<file path="src/bc_seq_map.svh">
// offsets, field positions, codes and reset values of the sequencer
// assumes an APB slave with 32-bit data and byte addresses
`ifndef BC_SEQ_MAP_SVH
`define BC_SEQ_MAP_SVH
// register byte addresses
`define SEQ_CTRL_ADDR 8'h00
`define SEQ_PTR_INIT_ADDR 8'h04
`define SEQ_PTR_ADDR 8'h08
`define SEQ_GPF_ADDR 8'h0C
`define SEQ_IST1_ADDR 8'h10
`define SEQ_IST2_ADDR 8'h14
`define SEQ_IEN1_ADDR 8'h18
`define SEQ_IEN2_ADDR 8'h1C
`define SEQ_COND_ADDR 8'h20
// control bits
`define SEQ_CTRL_START_BIT 0
`define SEQ_CTRL_STOP_BIT 1
// status 1 fields
`define SEQ_IST1_TRAP_BIT 0
`define SEQ_IST1_PAR_BIT 1
`define SEQ_IST1_STK_BIT 2
// status 2 user request field
`define SEQ_IST2_REQ_LO 2
`define SEQ_IST2_REQ_HI 5
// op code word layout
`define SEQ_OP_PAR_BIT 15
`define SEQ_OP_CODE_HI 14
`define SEQ_OP_CODE_LO 10
`define SEQ_OP_FIX_HI 9
`define SEQ_OP_FIX_LO 5
`define SEQ_OP_FIX_PAT 5'h0A
`define SEQ_OP_SENSE_BIT 4
// op codes
`define SEQ_OPC_EXEC 5'h01
`define SEQ_OPC_BRANCH 5'h02
`define SEQ_OPC_CALL 5'h03
`define SEQ_OPC_RETURN 5'h04
`define SEQ_OPC_IRQ 5'h06
`define SEQ_OPC_FLAG 5'h0C
// stack and step
`define SEQ_STACK_DEPTH 3'h4
`define SEQ_STEP 16'h0002
`define SEQ_PTR_RESET 16'h0000
`endif

</file>
<file path="src/bc_seq_pkg.sv">
// types of the message sequence instruction unit
// assumes nothing beyond the map header
package bc_seq_pkg;
    // gray coded along fetch, parameter, execute, wait
    typedef enum logic [2:0] {
        ST_IDLE = 3'h0,
        ST_FETCH_OP = 3'h1,
        ST_FETCH_PRM = 3'h3,
        ST_EXEC = 3'h2,
        ST_WAIT_MSG = 3'h6,
        ST_HALT = 3'h7
    } seq_state_t;
endpackage

</file>
<file path="src/bc_sequence_instruction_unit.sv">
// fetch, check and execute unit for the bus controller sequence program
// assumes a shared memory with a read strobe held until acknowledged,
// a message engine that pulses done, and an APB master for registers
//
// Our own choices: the register offsets and register access over APB.
`timescale 1ns/1ps
`include "bc_seq_map.svh"

module bc_sequence_instruction_unit
    import bc_seq_pkg::*;
(
    input wire logic CORE_CLK_IN,
    input wire logic RST_N_IN,
    input wire logic PSEL_IN,
    input wire logic PENABLE_IN,
    input wire logic PWRITE_IN,
    input wire logic [7:0] PADDR_IN,
    input wire logic [31:0] PWDATA_IN,
    output logic [31:0] PRDATA_OUT,
    output logic PREADY_OUT,
    output logic PSLVERR_OUT,
    output logic MEM_RD_OUT,
    output logic [15:0] MEM_ADDR_OUT,
    input wire logic [15:0] MEM_DATA_IN,
    input wire logic MEM_ACK_IN,
    output logic MSG_START_OUT,
    output logic [15:0] MSG_ADDR_OUT,
    input wire logic MSG_DONE_IN,
    input wire logic [7:0] MSG_COND_IN,
    output logic RUNNING_OUT,
    output logic IRQ_OUT
);

    ////////////////////////////////////////////////////////////////////////
    // declarations
    seq_state_t state_r; // sequencer state
    logic [15:0] ptr_r; // instruction list pointer
    logic [15:0] op_r; // latched op code word
    logic [15:0] prm_r; // latched parameter word
    logic [7:0] gpf_r; // general purpose flags
    logic [15:0] stk_r [0:3]; // return stack
    logic [2:0] sp_r; // stack fill count
    logic [2:0] ist1_r; // trap, parity, stack status
    logic [5:0] ist2_r; // user request status, bits 5-2 used
    logic [2:0] ien1_r; // enables for status 1
    logic [5:0] ien2_r; // enables for status 2
    logic pready_r; // apb ready
    logic [31:0] prdata_r; // apb read data
    logic pslverr_r; // apb error
    logic mem_rd_r; // memory read strobe
    logic msg_start_r; // message start pulse
    logic irq_r; // interrupt level
    logic [15:0] cond_vec; // all sixteen condition codes
    logic cond_ok; // condition test passes
    logic word_bad; // fetched op code word illegal
    logic par_bad; // fetched op code word even parity
    logic wr_en; // apb write takes effect
    logic start_wr; // host start request
    logic stop_wr; // host stop request
    logic [4:0] opc; // op field of latched word

    ////////////////////////////////////////////////////////////////////////
    // helpers

    // true for op codes this unit executes
    function automatic logic op_known(input logic [4:0] c);
        op_known = (c == `SEQ_OPC_EXEC) || (c == `SEQ_OPC_BRANCH) || (c == `SEQ_OPC_CALL) ||
                   (c == `SEQ_OPC_RETURN) || (c == `SEQ_OPC_IRQ) || (c == `SEQ_OPC_FLAG);
    endfunction

    // apb write or read hits an address
    function automatic logic hit(input logic [7:0] a);
        hit = (PADDR_IN == a);
    endfunction

    ////////////////////////////////////////////////////////////////////////
    // decode of fetched word and condition

    // low eight are flags, high eight come from the last message
    assign cond_vec = {MSG_COND_IN, gpf_r};
    assign opc = op_r[`SEQ_OP_CODE_HI:`SEQ_OP_CODE_LO];
    // selector picks a code, sense bit gives the level that passes
    assign cond_ok = (cond_vec[op_r[3:0]] == op_r[`SEQ_OP_SENSE_BIT]);
    // odd parity over all sixteen bits is the only legal form
    assign par_bad = ~(^MEM_DATA_IN);
    assign word_bad = par_bad || !op_known(MEM_DATA_IN[`SEQ_OP_CODE_HI:`SEQ_OP_CODE_LO]) ||
                      (MEM_DATA_IN[`SEQ_OP_FIX_HI:`SEQ_OP_FIX_LO] != `SEQ_OP_FIX_PAT);
    assign wr_en = PSEL_IN && PENABLE_IN && pready_r && PWRITE_IN;
    assign start_wr = wr_en && hit(`SEQ_CTRL_ADDR) && PWDATA_IN[`SEQ_CTRL_START_BIT];
    assign stop_wr = wr_en && hit(`SEQ_CTRL_ADDR) && PWDATA_IN[`SEQ_CTRL_STOP_BIT];

    ////////////////////////////////////////////////////////////////////////
    // apb slave: one wait state, read data registered with ready
    always_ff @(posedge CORE_CLK_IN) begin
        if (!RST_N_IN) begin
            pready_r <= 1'b0;
            prdata_r <= 32'h0;
            pslverr_r <= 1'b0;
        end else begin
            pready_r <= PSEL_IN && PENABLE_IN && !pready_r;
            pslverr_r <= 1'b0;
            prdata_r <= 32'h0;
            if (PSEL_IN && PENABLE_IN && !pready_r) begin
                case (PADDR_IN)
                    `SEQ_CTRL_ADDR: prdata_r <= {31'h0, state_r != ST_IDLE && state_r != ST_HALT};
                    `SEQ_PTR_INIT_ADDR, `SEQ_PTR_ADDR: prdata_r <= {16'h0, ptr_r};
                    `SEQ_GPF_ADDR: prdata_r <= {24'h0, gpf_r};
                    `SEQ_IST1_ADDR: prdata_r <= {29'h0, ist1_r};
                    `SEQ_IST2_ADDR: prdata_r <= {26'h0, ist2_r};
                    `SEQ_IEN1_ADDR: prdata_r <= {29'h0, ien1_r};
                    `SEQ_IEN2_ADDR: prdata_r <= {26'h0, ien2_r};
                    `SEQ_COND_ADDR: prdata_r <= {16'h0, cond_vec};
                    // unmapped address answers with an error
                    default: pslverr_r <= 1'b1;
                endcase
            end
        end
    end

    ////////////////////////////////////////////////////////////////////////
    // interrupt enables, host written
    always_ff @(posedge CORE_CLK_IN) begin
        if (!RST_N_IN) begin
            ien1_r <= 3'h0;
            ien2_r <= 6'h0;
        end else if (wr_en && hit(`SEQ_IEN1_ADDR)) begin
            ien1_r <= PWDATA_IN[2:0];
        end else if (wr_en && hit(`SEQ_IEN2_ADDR)) begin
            ien2_r <= {PWDATA_IN[5:2], 2'h0};
        end
    end

    ////////////////////////////////////////////////////////////////////////
    // sequencer state, pointer and stack
    always_ff @(posedge CORE_CLK_IN) begin
        if (!RST_N_IN) begin
            state_r <= ST_IDLE;
            ptr_r <= `SEQ_PTR_RESET;
            op_r <= 16'h0;
            prm_r <= 16'h0;
            sp_r <= 3'h0;
            mem_rd_r <= 1'b0;
            msg_start_r <= 1'b0;
            for (int i = 0; i < 4; i++) begin
                stk_r[i] <= 16'h0;
            end
        end else begin
            msg_start_r <= 1'b0;
            case (state_r)
                ST_IDLE, ST_HALT: begin
                    // pointer only loadable while stopped
                    if (wr_en && hit(`SEQ_PTR_INIT_ADDR)) begin
                        ptr_r <= PWDATA_IN[15:0];
                    end
                    if (start_wr) begin
                        state_r <= ST_FETCH_OP;
                        mem_rd_r <= 1'b1;
                    end
                end
                ST_FETCH_OP: begin
                    if (MEM_ACK_IN) begin
                        op_r <= MEM_DATA_IN;
                        if (word_bad) begin
                            // stop at once, the parameter is never fetched
                            mem_rd_r <= 1'b0;
                            state_r <= ST_HALT;
                        end else begin
                            state_r <= ST_FETCH_PRM;
                        end
                    end
                end
                ST_FETCH_PRM: begin
                    if (MEM_ACK_IN) begin
                        prm_r <= MEM_DATA_IN;
                        mem_rd_r <= 1'b0;
                        state_r <= ST_EXEC;
                    end
                end
                ST_EXEC: begin
                    // default is the next two-word entry
                    ptr_r <= ptr_r + `SEQ_STEP;
                    state_r <= ST_FETCH_OP;
                    mem_rd_r <= 1'b1;
                    if (cond_ok) begin
                        case (opc)
                            `SEQ_OPC_EXEC: begin
                                msg_start_r <= 1'b1;
                                mem_rd_r <= 1'b0;
                                state_r <= ST_WAIT_MSG;
                            end
                            `SEQ_OPC_BRANCH: ptr_r <= prm_r;
                            `SEQ_OPC_CALL: begin
                                if (sp_r == `SEQ_STACK_DEPTH) begin
                                    // overrun halts rather than lose a return point
                                    mem_rd_r <= 1'b0;
                                    state_r <= ST_HALT;
                                end else begin
                                    stk_r[sp_r[1:0]] <= ptr_r + `SEQ_STEP;
                                    sp_r <= sp_r + 3'h1;
                                    ptr_r <= prm_r;
                                end
                            end
                            `SEQ_OPC_RETURN: begin
                                if (sp_r == 3'h0) begin
                                    mem_rd_r <= 1'b0;
                                    state_r <= ST_HALT;
                                end else begin
                                    ptr_r <= stk_r[sp_r[1:0] - 2'h1];
                                    sp_r <= sp_r - 3'h1;
                                end
                            end
                            default: ;
                        endcase
                    end
                end
                ST_WAIT_MSG: begin
                    // message engine owns the bus until done
                    if (MSG_DONE_IN) begin
                        state_r <= ST_FETCH_OP;
                        mem_rd_r <= 1'b1;
                    end
                end
                default: state_r <= ST_IDLE;
            endcase
            if (stop_wr) begin
                state_r <= ST_IDLE;
                mem_rd_r <= 1'b0;
            end
        end
    end

    ////////////////////////////////////////////////////////////////////////
    // general purpose flags: host writes directly, flag op sets, clears, toggles
    // parameter bits 7-0 set, bits 15-8 clear, both together toggle
    always_ff @(posedge CORE_CLK_IN) begin
        if (!RST_N_IN) begin
            gpf_r <= 8'h0;
        end else if (state_r == ST_EXEC && opc == `SEQ_OPC_FLAG) begin
            // unconditional, condition field is ignored
            gpf_r <= (gpf_r & ~prm_r[15:8] | prm_r[7:0]) & ~(prm_r[15:8] & prm_r[7:0]) |
                     (~gpf_r & prm_r[15:8] & prm_r[7:0]);
        end else if (wr_en && hit(`SEQ_GPF_ADDR)) begin
            gpf_r <= PWDATA_IN[7:0];
        end
    end

    ////////////////////////////////////////////////////////////////////////
    // sticky status, write one to clear, a new event wins over the clear
    always_ff @(posedge CORE_CLK_IN) begin
        if (!RST_N_IN) begin
            ist1_r <= 3'h0;
            ist2_r <= 6'h0;
        end else begin
            ist1_r <= ist1_r & ~((wr_en && hit(`SEQ_IST1_ADDR)) ? PWDATA_IN[2:0] : 3'h0);
            ist2_r <= ist2_r & ~((wr_en && hit(`SEQ_IST2_ADDR)) ? PWDATA_IN[5:0] : 6'h0);
            if (state_r == ST_FETCH_OP && MEM_ACK_IN && word_bad) begin
                if (ien1_r[`SEQ_IST1_TRAP_BIT]) begin
                    ist1_r[`SEQ_IST1_TRAP_BIT] <= 1'b1;
                end
                if (par_bad && ien1_r[`SEQ_IST1_PAR_BIT]) begin
                    ist1_r[`SEQ_IST1_PAR_BIT] <= 1'b1;
                end
            end
            if (state_r == ST_EXEC && cond_ok && ien1_r[`SEQ_IST1_STK_BIT] &&
                ((opc == `SEQ_OPC_CALL && sp_r == `SEQ_STACK_DEPTH) ||
                 (opc == `SEQ_OPC_RETURN && sp_r == 3'h0))) begin
                ist1_r[`SEQ_IST1_STK_BIT] <= 1'b1;
            end
            // zero pattern sets nothing, upper parameter bits unused
            if (state_r == ST_EXEC && cond_ok && opc == `SEQ_OPC_IRQ) begin
                ist2_r <= ist2_r & ~((wr_en && hit(`SEQ_IST2_ADDR)) ? PWDATA_IN[5:0] : 6'h0) |
                          ({prm_r[3:0], 2'h0} & ien2_r);
            end
        end
    end

    ////////////////////////////////////////////////////////////////////////
    // interrupt level from enabled status
    always_ff @(posedge CORE_CLK_IN) begin
        if (!RST_N_IN) begin
            irq_r <= 1'b0;
        end else begin
            irq_r <= |(ist1_r & ien1_r) || |(ist2_r & ien2_r);
        end
    end

    assign PRDATA_OUT = prdata_r;
    assign PREADY_OUT = pready_r;
    assign PSLVERR_OUT = pslverr_r;
    assign MEM_RD_OUT = mem_rd_r;
    assign MEM_ADDR_OUT = (state_r == ST_FETCH_PRM) ? ptr_r + 16'h1 : ptr_r;
    assign MSG_START_OUT = msg_start_r;
    assign MSG_ADDR_OUT = prm_r;
    assign RUNNING_OUT = (state_r != ST_IDLE) && (state_r != ST_HALT);
    assign IRQ_OUT = irq_r;

    logic ex_ok;
    assign ex_ok = state_r == ST_EXEC && cond_ok;
endmodule

</file>
<file path="config.mk">
export PLATFORM = sky130hd
export DESIGN_NAME = bc_sequence_instruction_unit
export DESIGN_NICKNAME = d
export VERILOG_FILES = /design/src/bc_seq_pkg.sv /design/src/bc_sequence_instruction_unit.sv
export VERILOG_INCLUDE_DIRS = /design/src /design/src/src
export SDC_FILE = /design/constraint.sdc
export NUM_CORES = 1
export LEC_CHECK = 0
export BUFFER_PORTS_ARGS = -buffer_cell sky130_fd_sc_hd__buf_4
export CAP_MARGIN = 20
export CORE_MARGIN = 5
export CORE_UTILIZATION = 45
export DETAILED_ROUTE_END_ITERATION = 12
export PLACE_DENSITY = 0.66
export SLEW_MARGIN = 25
export SYNTH_ARGS = -nofsm -noshare
export SYNTH_HDL_FRONTEND = slang
export SYNTH_SLANG_ARGS = --single-unit
</file>
<file path="constraint.sdc">
create_clock -name CORE_CLK_IN -period 3.5 [get_ports CORE_CLK_IN]
set_clock_uncertainty 0.2 [all_clocks]
set_input_delay 0.525 -clock CORE_CLK_IN [delete_from_list [all_inputs] [get_ports CORE_CLK_IN]]
set_output_delay 0.525 -clock CORE_CLK_IN [all_outputs]
set_load 0.01 [all_outputs]
</file>
### After elaboration in Yosys (flattened, before gate mapping)

Memories as Yosys holds them, arrays and structs flattened.
Index checks and enable logic that the tools add are counted.

* register bits after elaboration: 114
* memory bits (writable): 64
* bits of input ports: 71
* output and inout bits: 70
* memories: 1

* $add $sub $neg: 5
* magnitude comparators: 1
* eq/ne operators: 37
* multiplexer cells: 53
* bitwise gates (word level): 21
* reductions and logical operators: 60

Memory list
* stk_r: depth 4, width 16, read ports 1, clocked after memory_dff 0, write ports 4, RTL line bc_sequence_instruction_unit.sv:41 `logic [15:0] stk_r [0:3];`

Operator list (count)
* $pmux W16 S8: 1
* $mux W16: 6
* $pmux W16 S3: 1
* $and A8 B8 Y8: 5
* $mux W3: 11
* $eq A8 B5 Y1 const B: 4
* $pmux W16 S2: 1
* $logic_and A1 B1 Y1: 24
* $not A8 Y8: 3
* $mux W1: 21
* $eq A5 B2 Y1 const B: 4
* $eq A5 B3 Y1 const B: 4
* $and A6 B6 Y6: 3
* $add A16 B1 Y16 const B: 1
* $add A16 B2 Y16 const B: 1
* $eq A8 B4 Y1 const B: 2
* $mux W8: 2
* $ne A2 B2 Y1 const B: 8
* $or A8 B8 Y8: 2
* $reduce_or A16 Y1: 1
* $reduce_xor A16 Y1: 1
* $pmux W3 S5: 1
* $mux W6: 2
* $eq A5 B1 Y1 const B: 2
* other kinds (40): 66

### Longest topological paths before layout

Gate-level depths: netlist (run 1).

* word-level depth: 12
* gate-level depth with buffers: 11
* mapped depth without buffers: 8

### Worst setup path after synthesis (run 1)

No wires, ideal clock.

* path type: reg-to-reg
* start: reg sp_r[0]
* end: mem stk_r[0][0], enable pin
* arrival time: 2.495 ns
* required time: 2.928 ns
* slack: 0.433 ns
* stages on the path, launching flop included: 11
* path buffers: 4
* clock period less this slack: 3.067 ns
* path through: dfxtp_1 buf_2 clkbuf_1 inv_1 ha_1 a21oi_1 o211ai_2 or3_1 buf_2 buf_6 nand2_1

RTL lines
* start: declaration: RTL line bc_sequence_instruction_unit.sv:42 `logic [2:0] sp_r;`
* start signal: assignment: RTL line bc_sequence_instruction_unit.sv:199 `sp_r <= sp_r + 3'h1;`
* start signal: assignment: RTL line bc_sequence_instruction_unit.sv:209 `sp_r <= sp_r - 3'h1;`
* end: declaration: RTL line bc_sequence_instruction_unit.sv:41

### Worst setup path after layout (run 1)

* start: reg ptr_r[2]
* end: out MEM_ADDR_OUT[15]

* longest elaborated chain between the ends: 2

Ends and longest elaborated chain
* start: declaration: RTL line bc_sequence_instruction_unit.sv:37 `logic [15:0] ptr_r;`
* start signal: assignment: RTL line bc_sequence_instruction_unit.sv:138 `` ptr_r <= `SEQ_PTR_RESET; ``
* start signal: assignment: RTL line bc_sequence_instruction_unit.sv:153 `ptr_r <= PWDATA_IN[15:0];`
* start signal: assignment: RTL line bc_sequence_instruction_unit.sv:181 `` ptr_r <= ptr_r + `SEQ_STEP; ``
* $add A16 B1 Y16: RTL line bc_sequence_instruction_unit.sv:291 `assign MEM_ADDR_OUT = (state_r == ST_FETCH_PRM) ? ptr_r + 16'h1 : ptr_r;`
* $mux W16: RTL line bc_sequence_instruction_unit.sv:291
* end: declaration: RTL line bc_sequence_instruction_unit.sv:23 `output logic [15:0] MEM_ADDR_OUT,`

Every way passes these cells.

==> out/metrics.yaml, run 1 <==
outcome:
  status: "complete, no violations"
setup_path:
  cp_max_fo: 8
  worst-r2r-cell-count: 7
  timing.rr.end: "stk_r[3][5]$_DFFE_PP_"
  path_class: "reg2out"
  startpoint: "ptr_r[2]$_SDFFE_PN0P_"
  critPathArrivalTime_ns: 2.56
  critPathRequiredTime_ns: 2.77
  crit_end: "MEM_ADDR_OUT[15]"
  worst-r2r-setup-slack_ns: 0.53
  cp-start-kind: "register"
  critPathCaptureType: "primary output"
  worstReg2RegStart: "op_r[2]$_SDFFE_PN0P_"
power_and_ir_drop:
  total_power_mw: 4.98
  peakVddDrop_v: 0.000263
  p_per_area_mw_per_mm2: 492
  p_leak_nw: 3.63
grt:
  grt_pass1_wl_um: 38400
  antenna_found_initial: 0
  grt_pass1_vias: 6854
  grt_overflow_total: 0
  grt.total_usage_pct: 22.4
  grt_start_max_net_pins: 62
hold_path:
  hold_path.class: "in2reg"
cells_and_area:
  nNetsFinal: 1060
  fillers: 1707
  drive_gt1_share_pct: 21.7
  register_area_mm2: 0.00378
  area_growth_pct: 18.9
  final_core_util_pct: 54.2
  diodes: 0
  multi_input_area_mm2: 0.00426
drt:
  dr_total_vias: 7118
  drt_pass1_iterations: 7
  first_iter_violations: 643
  route.detailed.wl_per_inst_um: 19.8
  vias_per_cell: 5.81
  drc: 0
  wl_um: 24300
  drtAntennaViolNets: 0
clock_network:
  worstSkewPairLatency_ns: 0.43
  h-tree-depth: 4
  cts_tree: "built"
  cts_setup_buffers: 0
  clock_path_buffers: 2
  holdBufCountCts: 0
  root_buffer: "clkbuf_16"
  cts-buffers-inserted: 17
  clkTransAtPathRegs_ns: 0.07
  cts_sinks: 157
synth:
  yosys.area.top_type: "edfxtp_1"
  synthFlopType: "dfxtp_1"
  syn_inst: 891
  syn_area_mm2: 0.00850
  yosysUniqueCellTypes: 75
  synth_area_leaders: "edfxtp_1, dfxtp_1, nor2_1"
  synth.avg_cell_area_um2: 9.54
  netlist_top_cells_count: "nor2_1, nand2_1, dfxtp_1, edfxtp_1, clkbuf_1"
  synth.top_cell.area_share_pct: 22.6
  ys_ff_latch: 157
  synth.most_common_cell: "nor2_1"
  synthArstFlopShare_pct: 0
  yosys_warnings: 0
  synth_edf_count: 64
  yosysSeqAreaShare_pct: 44.5
floorplanning:
  die_y_um: 147
  dieArea_mm2: 0.0217
  start_util_pct: 45.6
  core_mm2: 0.0186
  die_w_um: 147
  placementRows: 50
  ios: 141
run:
  drv_cap: 0
sta:
  hold_viol: 0
  worst_pin_slew_ns: 0.765
  fin_crit_ns: 3.28
  relSlewSlack_pct: 49.0
  final-setup-viol-count: 0
  setup-tns-final_ns: 0
  fmax_mhz: 305
  rsz0062_at_grt: "no"
  slew_viol_final: 0
  finalCritPeriodShare_pct: 93.8
placement:
  dp_hpwl_um: 17900
  io_buffer_count: 108
  place.gp.congestion: 0.895
## layer usage
layer	wire length (um)	global-route usage [%]	vias up
met1	10400	29.6	3413
li1	-	-	3384
met4	961	9.60	0
met5	0	0	-
met2	11200	35.9	264
met3	1790	4.69	57
## final cells by class
class / count / share of cell area (%)
clock buffer: 18 / 4.24
tap: 234 / 2.90
clock inverter: 14 / 1.94
inverter: 24 / 0.891
timing repair buffer: 139 / 10.4
multi-input combinational: 639 / 42.1
sequential: 157 / 37.4
## sequential cells by signal (all words and copies together) (netlist names)
name           cells
stk_r             64
PSLVERR_OUT        1
sp_r               3
state_r            3
PRDATA_OUT        16
op_r              10
MSG_ADDR_OUT      16
ist2_r             6
gpf_r              8
MEM_RD_OUT         1
IRQ_OUT            1
PREADY_OUT         1
ien1_r             3
ien2_r             4
ist1_r             3
MSG_START_OUT      1
ptr_r             16
## where the power goes
part           leakage (nW)  switching [mW]  total, mW  internal (mW)
Clock                 0.305           0.840       1.93           1.09
Combinational          1.92           0.541      0.924          0.384
Sequential             1.41           0.130       2.12           1.99
## cells by family (layout without fill, tap and decap cells)
logic type               Yosys count  count (layout)  synth area share [%]
buffers and inverters            110             195                  6.24
other                              1              16                0.0441
flip-flops                       157             157                  44.5
AO/OA/AOI/OAI                    189             189                  15.5
XOR/XNOR                          42              42                  4.65
AND/OR/NAND/NOR                  324             324                  17.9
multiplexers                      57              57                  9.49
adder cells (fa/ha/maj)           11              11                  1.71
## worst max-delay path, stage by stage (launching register included)
cell     delay, ns
dfxtp_2       0.42
ha_2          0.28
nand3_1       0.14
or2_2         0.39
nor4_2        0.33
xnor2_2       0.19
o21ai_0       0.22
buf_4         0.16
## worst min path at each step
stage	slack, ns	from	cells past startpoint	endpoint
final	0.14	PWDATA_IN[0]	2	ist2_r[0]$_SDFF_PN0_
after global routing	0.14	PWDATA_IN[1]	2	ist2_r[1]$_SDFF_PN0_
after CTS	0.13	PWDATA_IN[0]	2	ist2_r[0]$_SDFF_PN0_
after detailed placement	0.23	ist2_r[1]$_SDFF_PN0_	2	ist2_r[1]$_SDFF_PN0_
after global placement	0.22	ist2_r[1]$_SDFF_PN0_	2	ist2_r[1]$_SDFF_PN0_
after floorplan	0.21	ist2_r[1]$_SDFF_PN0_	2	ist2_r[1]$_SDFF_PN0_
## timing repair
item	in CTS	in global routing
cloned	0	0
gates resized for setup	2	2
endpoints found under the hold margin	0	0
endpoints found under the setup margin	1	2
## per-stage QoR
| step | hold slack (ns) | instance area (um2) | setup WS (ns) | std cells |
|---|---|---|---|---|
| global placement | 0.218 | 9470 | 0.447 | 1193 |
| global route | 0.144 | 10100 | 0.0536 | 1225 |
| floorplan | 0.207 | 8560 | 0.433 | 906 |
| finish | 0.142 | 10100 | 0.217 | 1225 |
| CTS | 0.129 | 10100 | 0.0710 | 1225 |
| detailed placement | 0.229 | 9470 | 0.425 | 1193 |
## placed cells by master (no fill, tap or decap), types with 6 or more instances in the layout
master / instances
a221oi_1: 15
inv_1: 23
clkbuf_16: 17
conb_1: 16
a21oi_1: 44
a22oi_1: 15
mux2_2: 6
mux2i_1: 32
mux4_2: 18
a222oi_1: 6
a22o_1: 12
nor3_1: 16
xnor2_1: 23
edfxtp_1: 64
dfxtp_1: 92
buf_4: 138
nor4_1: 8
xor2_1: 16
nand2_1: 102
o21bai_1: 10
a31oi_1: 18
nand2b_1: 6
o21ai_0: 33
ha_1: 9
nand3_1: 18
nor2_1: 110
or3_1: 11
No activity file was read; power rests on OpenSTA's default activity.
==> inputs of run 2 (changes only) <==
ABC_AREA = 1   (was not set)
SLEW_MARGIN = 20   (was 25)
clock period = 3.4 ns   (was 3.5 ns; I/O delays follow)
==> run 2 against run 1 <==
Effect of this change:
- sequential power down 6%
- clock-buffer cell count increased by 5
- area after synthesis increased by 2.3%
- via count up 17%
- first-iteration DRC count is 38% higher
- largest cell class unchanged
- total power fell by 16%
- design area grew 2.0%
- critical endpoint unchanged
- register-to-register slack better by 0.11 ns
==> out/metrics.yaml, run 2 <==
synth:
  synth_mux_area_share_pct: 0  # -9.5 points
  synth-compound-area-share_pct: 14.7  # -0.72 points
  synthSimpleGateAreaFrac_pct: 26.8  # +8.9 points
  syn_area_mm2: 0.00870  # +2.3%
  synth_top_family_by_area: "simple AND/OR/NAND/NOR gates"
  synth-xor-area-share_pct: 3.73  # -0.92 points
  syn_inst: 1168  # +31%
  ys_ff_latch: 157  # unchanged
  synth_area_leaders: "edfxtp_1, dfxtp_1, nand2_1"
  synth.avg_cell_area_um2: 7.45  # -22%
  netlist_top_cells_count: "nand2_1, inv_1, nor2_1, a21oi_1, dfxtp_1"
  synth.top_cell.area_share_pct: 22.1  # -0.50 points
  yosysSeqAreaShare_pct: 43.5  # -0.99 points
  yosys_warnings: 0  # unchanged
  synth_adder_area_share_pct: 1.67  # -0.038 points
  synthArstFlopShare_pct: 0  # unchanged
  synth.most_common_cell: "nand2_1"
  synthFlopType: "dfxtp_1"
  yosys.area.top_type: "edfxtp_1"
  synth_edf_count: 64  # unchanged
  yosysUniqueCellTypes: 48  # -36%
power_and_ir_drop:
  peakVddDrop_v: 0.000347  # +32%
  p_leak_nw: 4.14  # +14%
  p_per_area_mw_per_mm2: 404  # -18%
cells_and_area:
  area_growth_pct: 18.6
  drive_gt1_share_pct: 14.4  # -7.3 points
  nNetsFinal: 1350  # +27%
  final_cells: 1541  # +26%
  final_core_util_pct: 54.6  # +0.35 points
  design_area_mm2: 0.0103  # +2.0%
  final_cell_mix: "nand2_1, buf_4, inv_1"
  top_register: "stk_r"
  diodes: 0  # unchanged
  fillers: 1841  # +7.9%
  mostFrequentLayoutCell: "nand2_1"
  largest_register_ffs: 64  # unchanged
drt:
  drc: 0  # unchanged
  dr.max_layer_used: "met4"
  wl_met3_um: 2330  # +30%
  route.detailed.wl_per_inst_um: 17.5  # -12%
  dr_total_vias: 8321  # +17%
  drt_pass1_iterations: 6  # -1
  vias_per_cell: 5.40  # -7.1%
  wirelength_met1_um: 12100  # +16%
  wl_um: 26900  # +11%
  wl_met2_um: 11900  # +6.2%
  drtAntennaViolNets: 0  # unchanged
  first_iter_violations: 890  # +38%
setup_path:
  worstPathCellList: "ha_1 > nand3_2 > nor3_2 > nand2_1 > nor2_4 > nand2_1 > nand2_1 > nand2_1 > inv_1 > nor2_1 > a21oi_1 > buf_4"
  critPathArrivalTime_ns: 2.54  # -0.02 ns
  cp-start-kind: "register"
  slowest_delay_ns: 0.46  # +0.04 ns
  worst-r2r-cell-count: 11  # +4
  worst-r2r-setup-slack_ns: 0.64  # +0.11 ns
  cpMostUsedCell: "nand2_1"
  critPathRequiredTime_ns: 2.69  # -0.08 ns
  cp_max_fo: 5  # -3
  timing.rr.end: "stk_r[2][11]$_SDFFCE_PN0P_"
  worstReg2RegStart: "op_r[0]$_SDFFE_PN0P_"
  path_class: "reg2out"
  cp_slowest_cell: "dfxtp_1"
  critPathCaptureType: "primary output"
run:
  drv_cap: 0  # unchanged
clock_network:
  cts_resized: 0  # -2
  cts_setup_buffers: 0  # unchanged
  cts-buffers-inserted: 17  # unchanged
  worstSkewPairLatency_ns: 0.43  # about the same
  clock_path_buffers: 2  # unchanged
  clkTransAtPathRegs_ns: 0.06  # about the same
  root_buffer: "clkbuf_16"
  h-tree-depth: 4  # unchanged
  cts_tree: "built"
  holdBufCountCts: 0  # unchanged
  cts_sinks: 157  # unchanged
sta:
  relSlewSlack_pct: 48.2  # -0.74 points
  rsz0062_at_grt: "no"
  hold_viol: 0  # unchanged
  whs_ns: 0.149  # +0.00651 ns
  finalCritPeriodShare_pct: 95.6
  worst_pin_slew_ns: 0.771  # +0.00511 ns
  slew_viol_final: 0  # unchanged
  setup-tns-final_ns: 0  # unchanged
  fin_crit_ns: 3.25
  final-setup-viol-count: 0  # unchanged
  fmax_mhz: 308
hold_path:
  min_path_cells: 3  # +1
  hold_path.class: "in2reg"
  hp-start: "PWDATA_IN[7]"
  min_to: "gpf_r[7]$_SDFFE_PN0P_"
placement:
  place.gp.congestion: 0.966  # +7.9%
  post_dp_cell_area_mm2: 0.00970  # +2.5%
  dp.cells: 1509  # +26%
  dp_hpwl_um: 20200  # +13%
  io_buffer_count: 108  # unchanged
grt:
  grt.total_usage_pct: 24.3  # +1.9 points
  grt_overflow_total: 0  # unchanged
  grt_pass1_vias: 7850  # +15%
  grt_pass1_wl_um: 42400  # +10%
  antenna_found_initial: 0  # unchanged
  grt_start_max_net_pins: 42  # -32%
floorplanning:
  dieArea_mm2: 0.0222  # +2.1%
  core_mm2: 0.0189  # +1.3%
  ios: 141  # unchanged
  start_util_pct: 46.0  # +0.42 points
  die_w_um: 149  # +1.1%
  placementRows: 50  # unchanged
  die_y_um: 149  # +1.1%
outcome:
  status: "complete, no violations"
-- run 2: layout make-up --
| class | count | area, um2 | area share [%] |
|---|---|---|---|
| Multi-Input combinational cell | 835 | 4140 | 40.1 |
| Sequential cell | 157 | 3780 | 36.7 |
| Timing Repair Buffer | 130 | 976 | 9.46 |
| Clock buffer | 23 | 500 | 4.85 |
| Inverter | 127 | 479 | 4.65 |
| Tap cell | 260 | 325 | 3.15 |
| Clock inverter | 9 | 108 | 1.04 |
-- run 2: logic make-up (layout without fill, tap and decap cells) --
group / count (synthesis) / count (layout)
compound gates: 232 / 232
buf+inv: 191 / 289
flops: 157 / 157
simple gates: 539 / 539
fa+ha+maj: 11 / 11
other cells: 1 / 16
xor+xnor: 37 / 37
-- run 2: how the worst max path moves through the flow --
| stage | from | end |
|---|---|---|
| 2_1_floorplan | sp_r[0]$_SDFFE_PN0P_ | stk_r[3][0]$_DFFE_PP_ |
| 3_3_place_gp | ptr_r[2]$_SDFFE_PN0P_ | MEM_ADDR_OUT[15] |
| 3_5_place_dp | ptr_r[2]$_SDFFE_PN0P_ | MEM_ADDR_OUT[15] |
| 4_1_cts | ptr_r[2]$_SDFFE_PN0P_ | MEM_ADDR_OUT[15] |
| 5_1_grt | ptr_r[2]$_SDFFE_PN0P_ | MEM_ADDR_OUT[15] |
| 6_report | ptr_r[2]$_SDFFE_PN0P_ | MEM_ADDR_OUT[15] |
-- run 2: through the flow --
stage	setup WS, ns	power, mW
6_report	0.151	4.16
3_3_place_gp	0.644	2.26
4_1_cts	0.181	4.18
2_1_floorplan	0.0113	2.17
3_5_place_dp	0.643	2.26
5_1_grt	0.00390	4.31
-- run 2: critical path: cells and delay by family, from the launching register on --
family / cells / cell delay (ns)
AOI/OAI and AO/OA: 1 / 0.13
adders and majority gates: 1 / 0.29
and+or+nand+nor: 8 / 0.97
buffers and inverters: 2 / 0.25
DFF: 1 / 0.46
-- run 2: layer usage --
| metal | global-route usage (%) | vias up |
|---|---|---|
| li1 | - | 4032 |
| met1 | 35.1 | 3880 |
| met2 | 36.8 | 366 |
| met3 | 4.83 | 43 |
| met4 | 7.37 | 0 |
| met5 | 0 | - |
-- run 2: report_power, final --
group / switching [mW] / total [mW] / internal [mW]
Combinational: 0.140 / 0.231 / 0.0907
Clock: 0.754 / 1.94 / 1.19
Sequential: 0.00741 / 1.99 / 1.98
==> inputs of run 3 (changes only) <==
BUFFER_PORTS_ARGS = -buffer_cell sky130_fd_sc_hd__buf_2   (was -buffer_cell sky130_fd_sc_hd__buf_4)
==> run 3 against run 2 <==
Effect of this change:
- core utilization is 1.4 points lower
- via count is 0.49% higher
- total power is 0.74% lower
- die area unchanged
- combinational power is 8% lower
- fmax grew 1.9%
- sequential share of layout area rose by 0.95 points
- sequential cell count unchanged
- clock-buffer cell count down 2
- critical path depth shrank 4
- clock power hardly changed
- largest power group unchanged
- highest routed layer unchanged
==> out/metrics.yaml, run 3 (synthesis gave the netlist of run 2 again) <==
outcome:
  status: "complete, no violations"
setup_path:
  path_class: "reg2out"
  worstPathCellList: "nand2_1 > nor2_1 > buf_4 > nand2_1 > inv_1 > nand2_1 > xnor2_1 > buf_2"
  critPathRequiredTime_ns: 2.69  # about the same
  cp_max_fo: 13  # +8
  cp-start-kind: "register"
  critPathCaptureType: "primary output"
  cp_slowest_cell: "dfxtp_1"
  worst-r2r-cell-count: 11  # unchanged
  slowest_delay_ns: 0.42  # -0.04 ns
  cpMostUsedCell: "nand2_1"
  critPathArrivalTime_ns: 2.48  # -0.06 ns
placement:
  dp.cells: 1510  # +0.066%
  post_dp_cell_area_mm2: 0.00944  # -2.7%
  io_buffer_count: 108  # unchanged
  dp_hpwl_um: 20000  # -0.66%
  place.gp.congestion: 0.942  # -2.4%
sta:
  whs_ns: 0.163  # +0.0144 ns
  slew_viol_final: 0  # unchanged
  fmax_mhz: 314  # +1.9%
  setup-tns-final_ns: 0  # unchanged
  worst_pin_slew_ns: 0.850  # +0.0794 ns
  relSlewSlack_pct: 42.9  # -5.3 points
  final-setup-viol-count: 0  # unchanged
  fin_crit_ns: 3.19  # -0.0595 ns
  finalCritPeriodShare_pct: 93.8  # -1.7 points
  hold_viol: 0  # unchanged
  rsz0062_at_grt: "no"
floorplanning:
  die_w_um: 149  # unchanged
  die_y_um: 149  # unchanged
  ios: 141  # unchanged
  dieArea_mm2: 0.0222  # unchanged
  core_mm2: 0.0189  # unchanged
  start_util_pct: 46.0  # unchanged
  placementRows: 50  # unchanged
grt:
  grt.total_usage_pct: 24.4  # +0.096 points
  gr-usage-met3_pct: 5.35  # +0.52 points
  grt_use_met2_pct: 36.8  # unchanged
  grt_start_max_net_pins: 41  # -2.4%
  top_usage_layer: "met2"
  grt_pass1_vias: 7693  # -2.0%
  antenna_found_initial: 0  # unchanged
  grt.met1_usage_pct: 34.8  # -0.33 points
  grt_pass1_wl_um: 41900  # -1.0%
  grt_overflow_total: 0  # unchanged
cells_and_area:
  diodes: 0  # unchanged
  fillers: 1850  # +0.49%
  final_cell_mix: "nand2_1, inv_1, nor2_1"
  final_cells: 1542  # +0.065%
  largest_register_ffs: 64  # unchanged
  drive_gt1_share_pct: 14.7  # +0.38 points
  top_register: "stk_r"
  area_growth_pct: 15.6
  mostFrequentLayoutCell: "nand2_1"
  design_area_mm2: 0.0101  # -2.5%
  nNetsFinal: 1351  # +0.074%
  final_core_util_pct: 53.2  # -1.4 points
drt:
  route.detailed.wl_per_inst_um: 17.6  # +0.75%
  first_iter_violations: 851  # -4.4%
  wl_um: 27200  # +0.82%
  dr_total_vias: 8362  # +0.49%
  drtAntennaViolNets: 0  # unchanged
  drc: 0  # unchanged
  drt_pass1_iterations: 6  # unchanged
  vias_per_cell: 5.42  # +0.43%
clock_network:
  clkTransAtPathRegs_ns: 0.07  # about the same
  h-tree-depth: 4  # unchanged
  cts_sinks: 157  # unchanged
  cts-buffers-inserted: 17  # unchanged
  cts_setup_buffers: 0  # unchanged
  worstSkewPairLatency_ns: 0.44  # about the same
  root_buffer: "clkbuf_16"
  cts_tree: "built"
  clock_path_buffers: 2  # unchanged
power_and_ir_drop:
  seqPwrFrac_pct: 48.1  # +0.3 points
  swShare_pct: 22.8  # +1.1 points
  switchingPower_uw: 942  # +4.4%
  p_comb_share_pct: 5.1  # -0.5 points
  p_int_mw: 3.19  # -2.2%
  p_leak_nw: 4.12  # -0.39%
  p_per_area_mw_per_mm2: 411  # +1.8%
  peakVddDrop_v: 0.000361  # +4.1%
  power_frac_clock_pct: 46.7  # about the same
run:
  drv_cap: 0  # unchanged
hold_path:
  hold_path.class: "in2reg"
  min_path_cells: 3  # unchanged
-- run 3: cell types whose count changed in the layout (fill, tap and decap cells not counted), sizes merged --
| cell | change |
|---|---|
| buf | +1 |
| bufinv | -1 |
| clkbuf | -2 |
| clkinv | -1 |
| inv | +4 |
-- run 3: cell type report --
cell class,count,area [um2],share of cell area [%]
well taps,260,325,3.24
clock buffers,21,503,5.00
clock inverters,11,101,1.01
repair buffers,131,713,7.09
inverters,127,479,4.77
flip-flops and latches,157,3780,37.6
multi-input cells,835,4150,41.3
-- run 3: power by group through the flow --
stage | Clock (mW) | Sequential [mW] | Combinational (mW)
floorplan | 0 | 2.03 | 0.139
global placement | 0 | 2.03 | 0.209
detailed placement | 0 | 2.03 | 0.211
CTS | 1.95 | 1.99 | 0.212
global route | 2.03 | 1.99 | 0.239
finish | 1.93 | 1.99 | 0.212
-- run 3: metrics by stage --
step | worst slack, ns | total power, mW
after floorplan | 0.0113 | 2.17
after global placement | 0.656 | 2.24
after detailed placement | 0.652 | 2.24
after CTS | 0.182 | 4.15
after global routing | 0.0122 | 4.26
final | 0.210 | 4.13
-- run 3: path summary, 6_finish.rpt --
check	to	startpoint	slack [ns]
worst max register to register	stk_r[1][10]$_SDFFCE_PN0P_	op_r[0]$_SDFFE_PN0P_	0.63
worst min-delay path	gpf_r[7]$_SDFFE_PN0P_	PWDATA_IN[7]	0.16
worst min register to register	ist2_r[1]$_SDFF_PN0_	ist2_r[1]$_SDFF_PN0_	0.25
worst max-delay path	MEM_ADDR_OUT[3]	state_r[1]$_SDFFE_PP0P_	0.21
-- run 3: critical path, delay by kind of cell (launching register included) --
kind                   cells  cell delay (ns)
XOR/XNOR                   1             0.21
flip-flops                 1             0.42
buffers and inverters      3             0.71
AND/OR/NAND/NOR            4             0.70
-- run 3: per-layer routing --
metal / vias to the layer above / part of all wire, %
met5: - / 0
li1: 4031 / -
met2: 384 / 44
met4: 0 / 2.7
met3: 59 / 9.4
met1: 3888 / 44
-- run 3: repair_timing --
action	CTS	global route
resized for setup	0	3
hold buffers	0	0
setup endpoints to repair	0	1
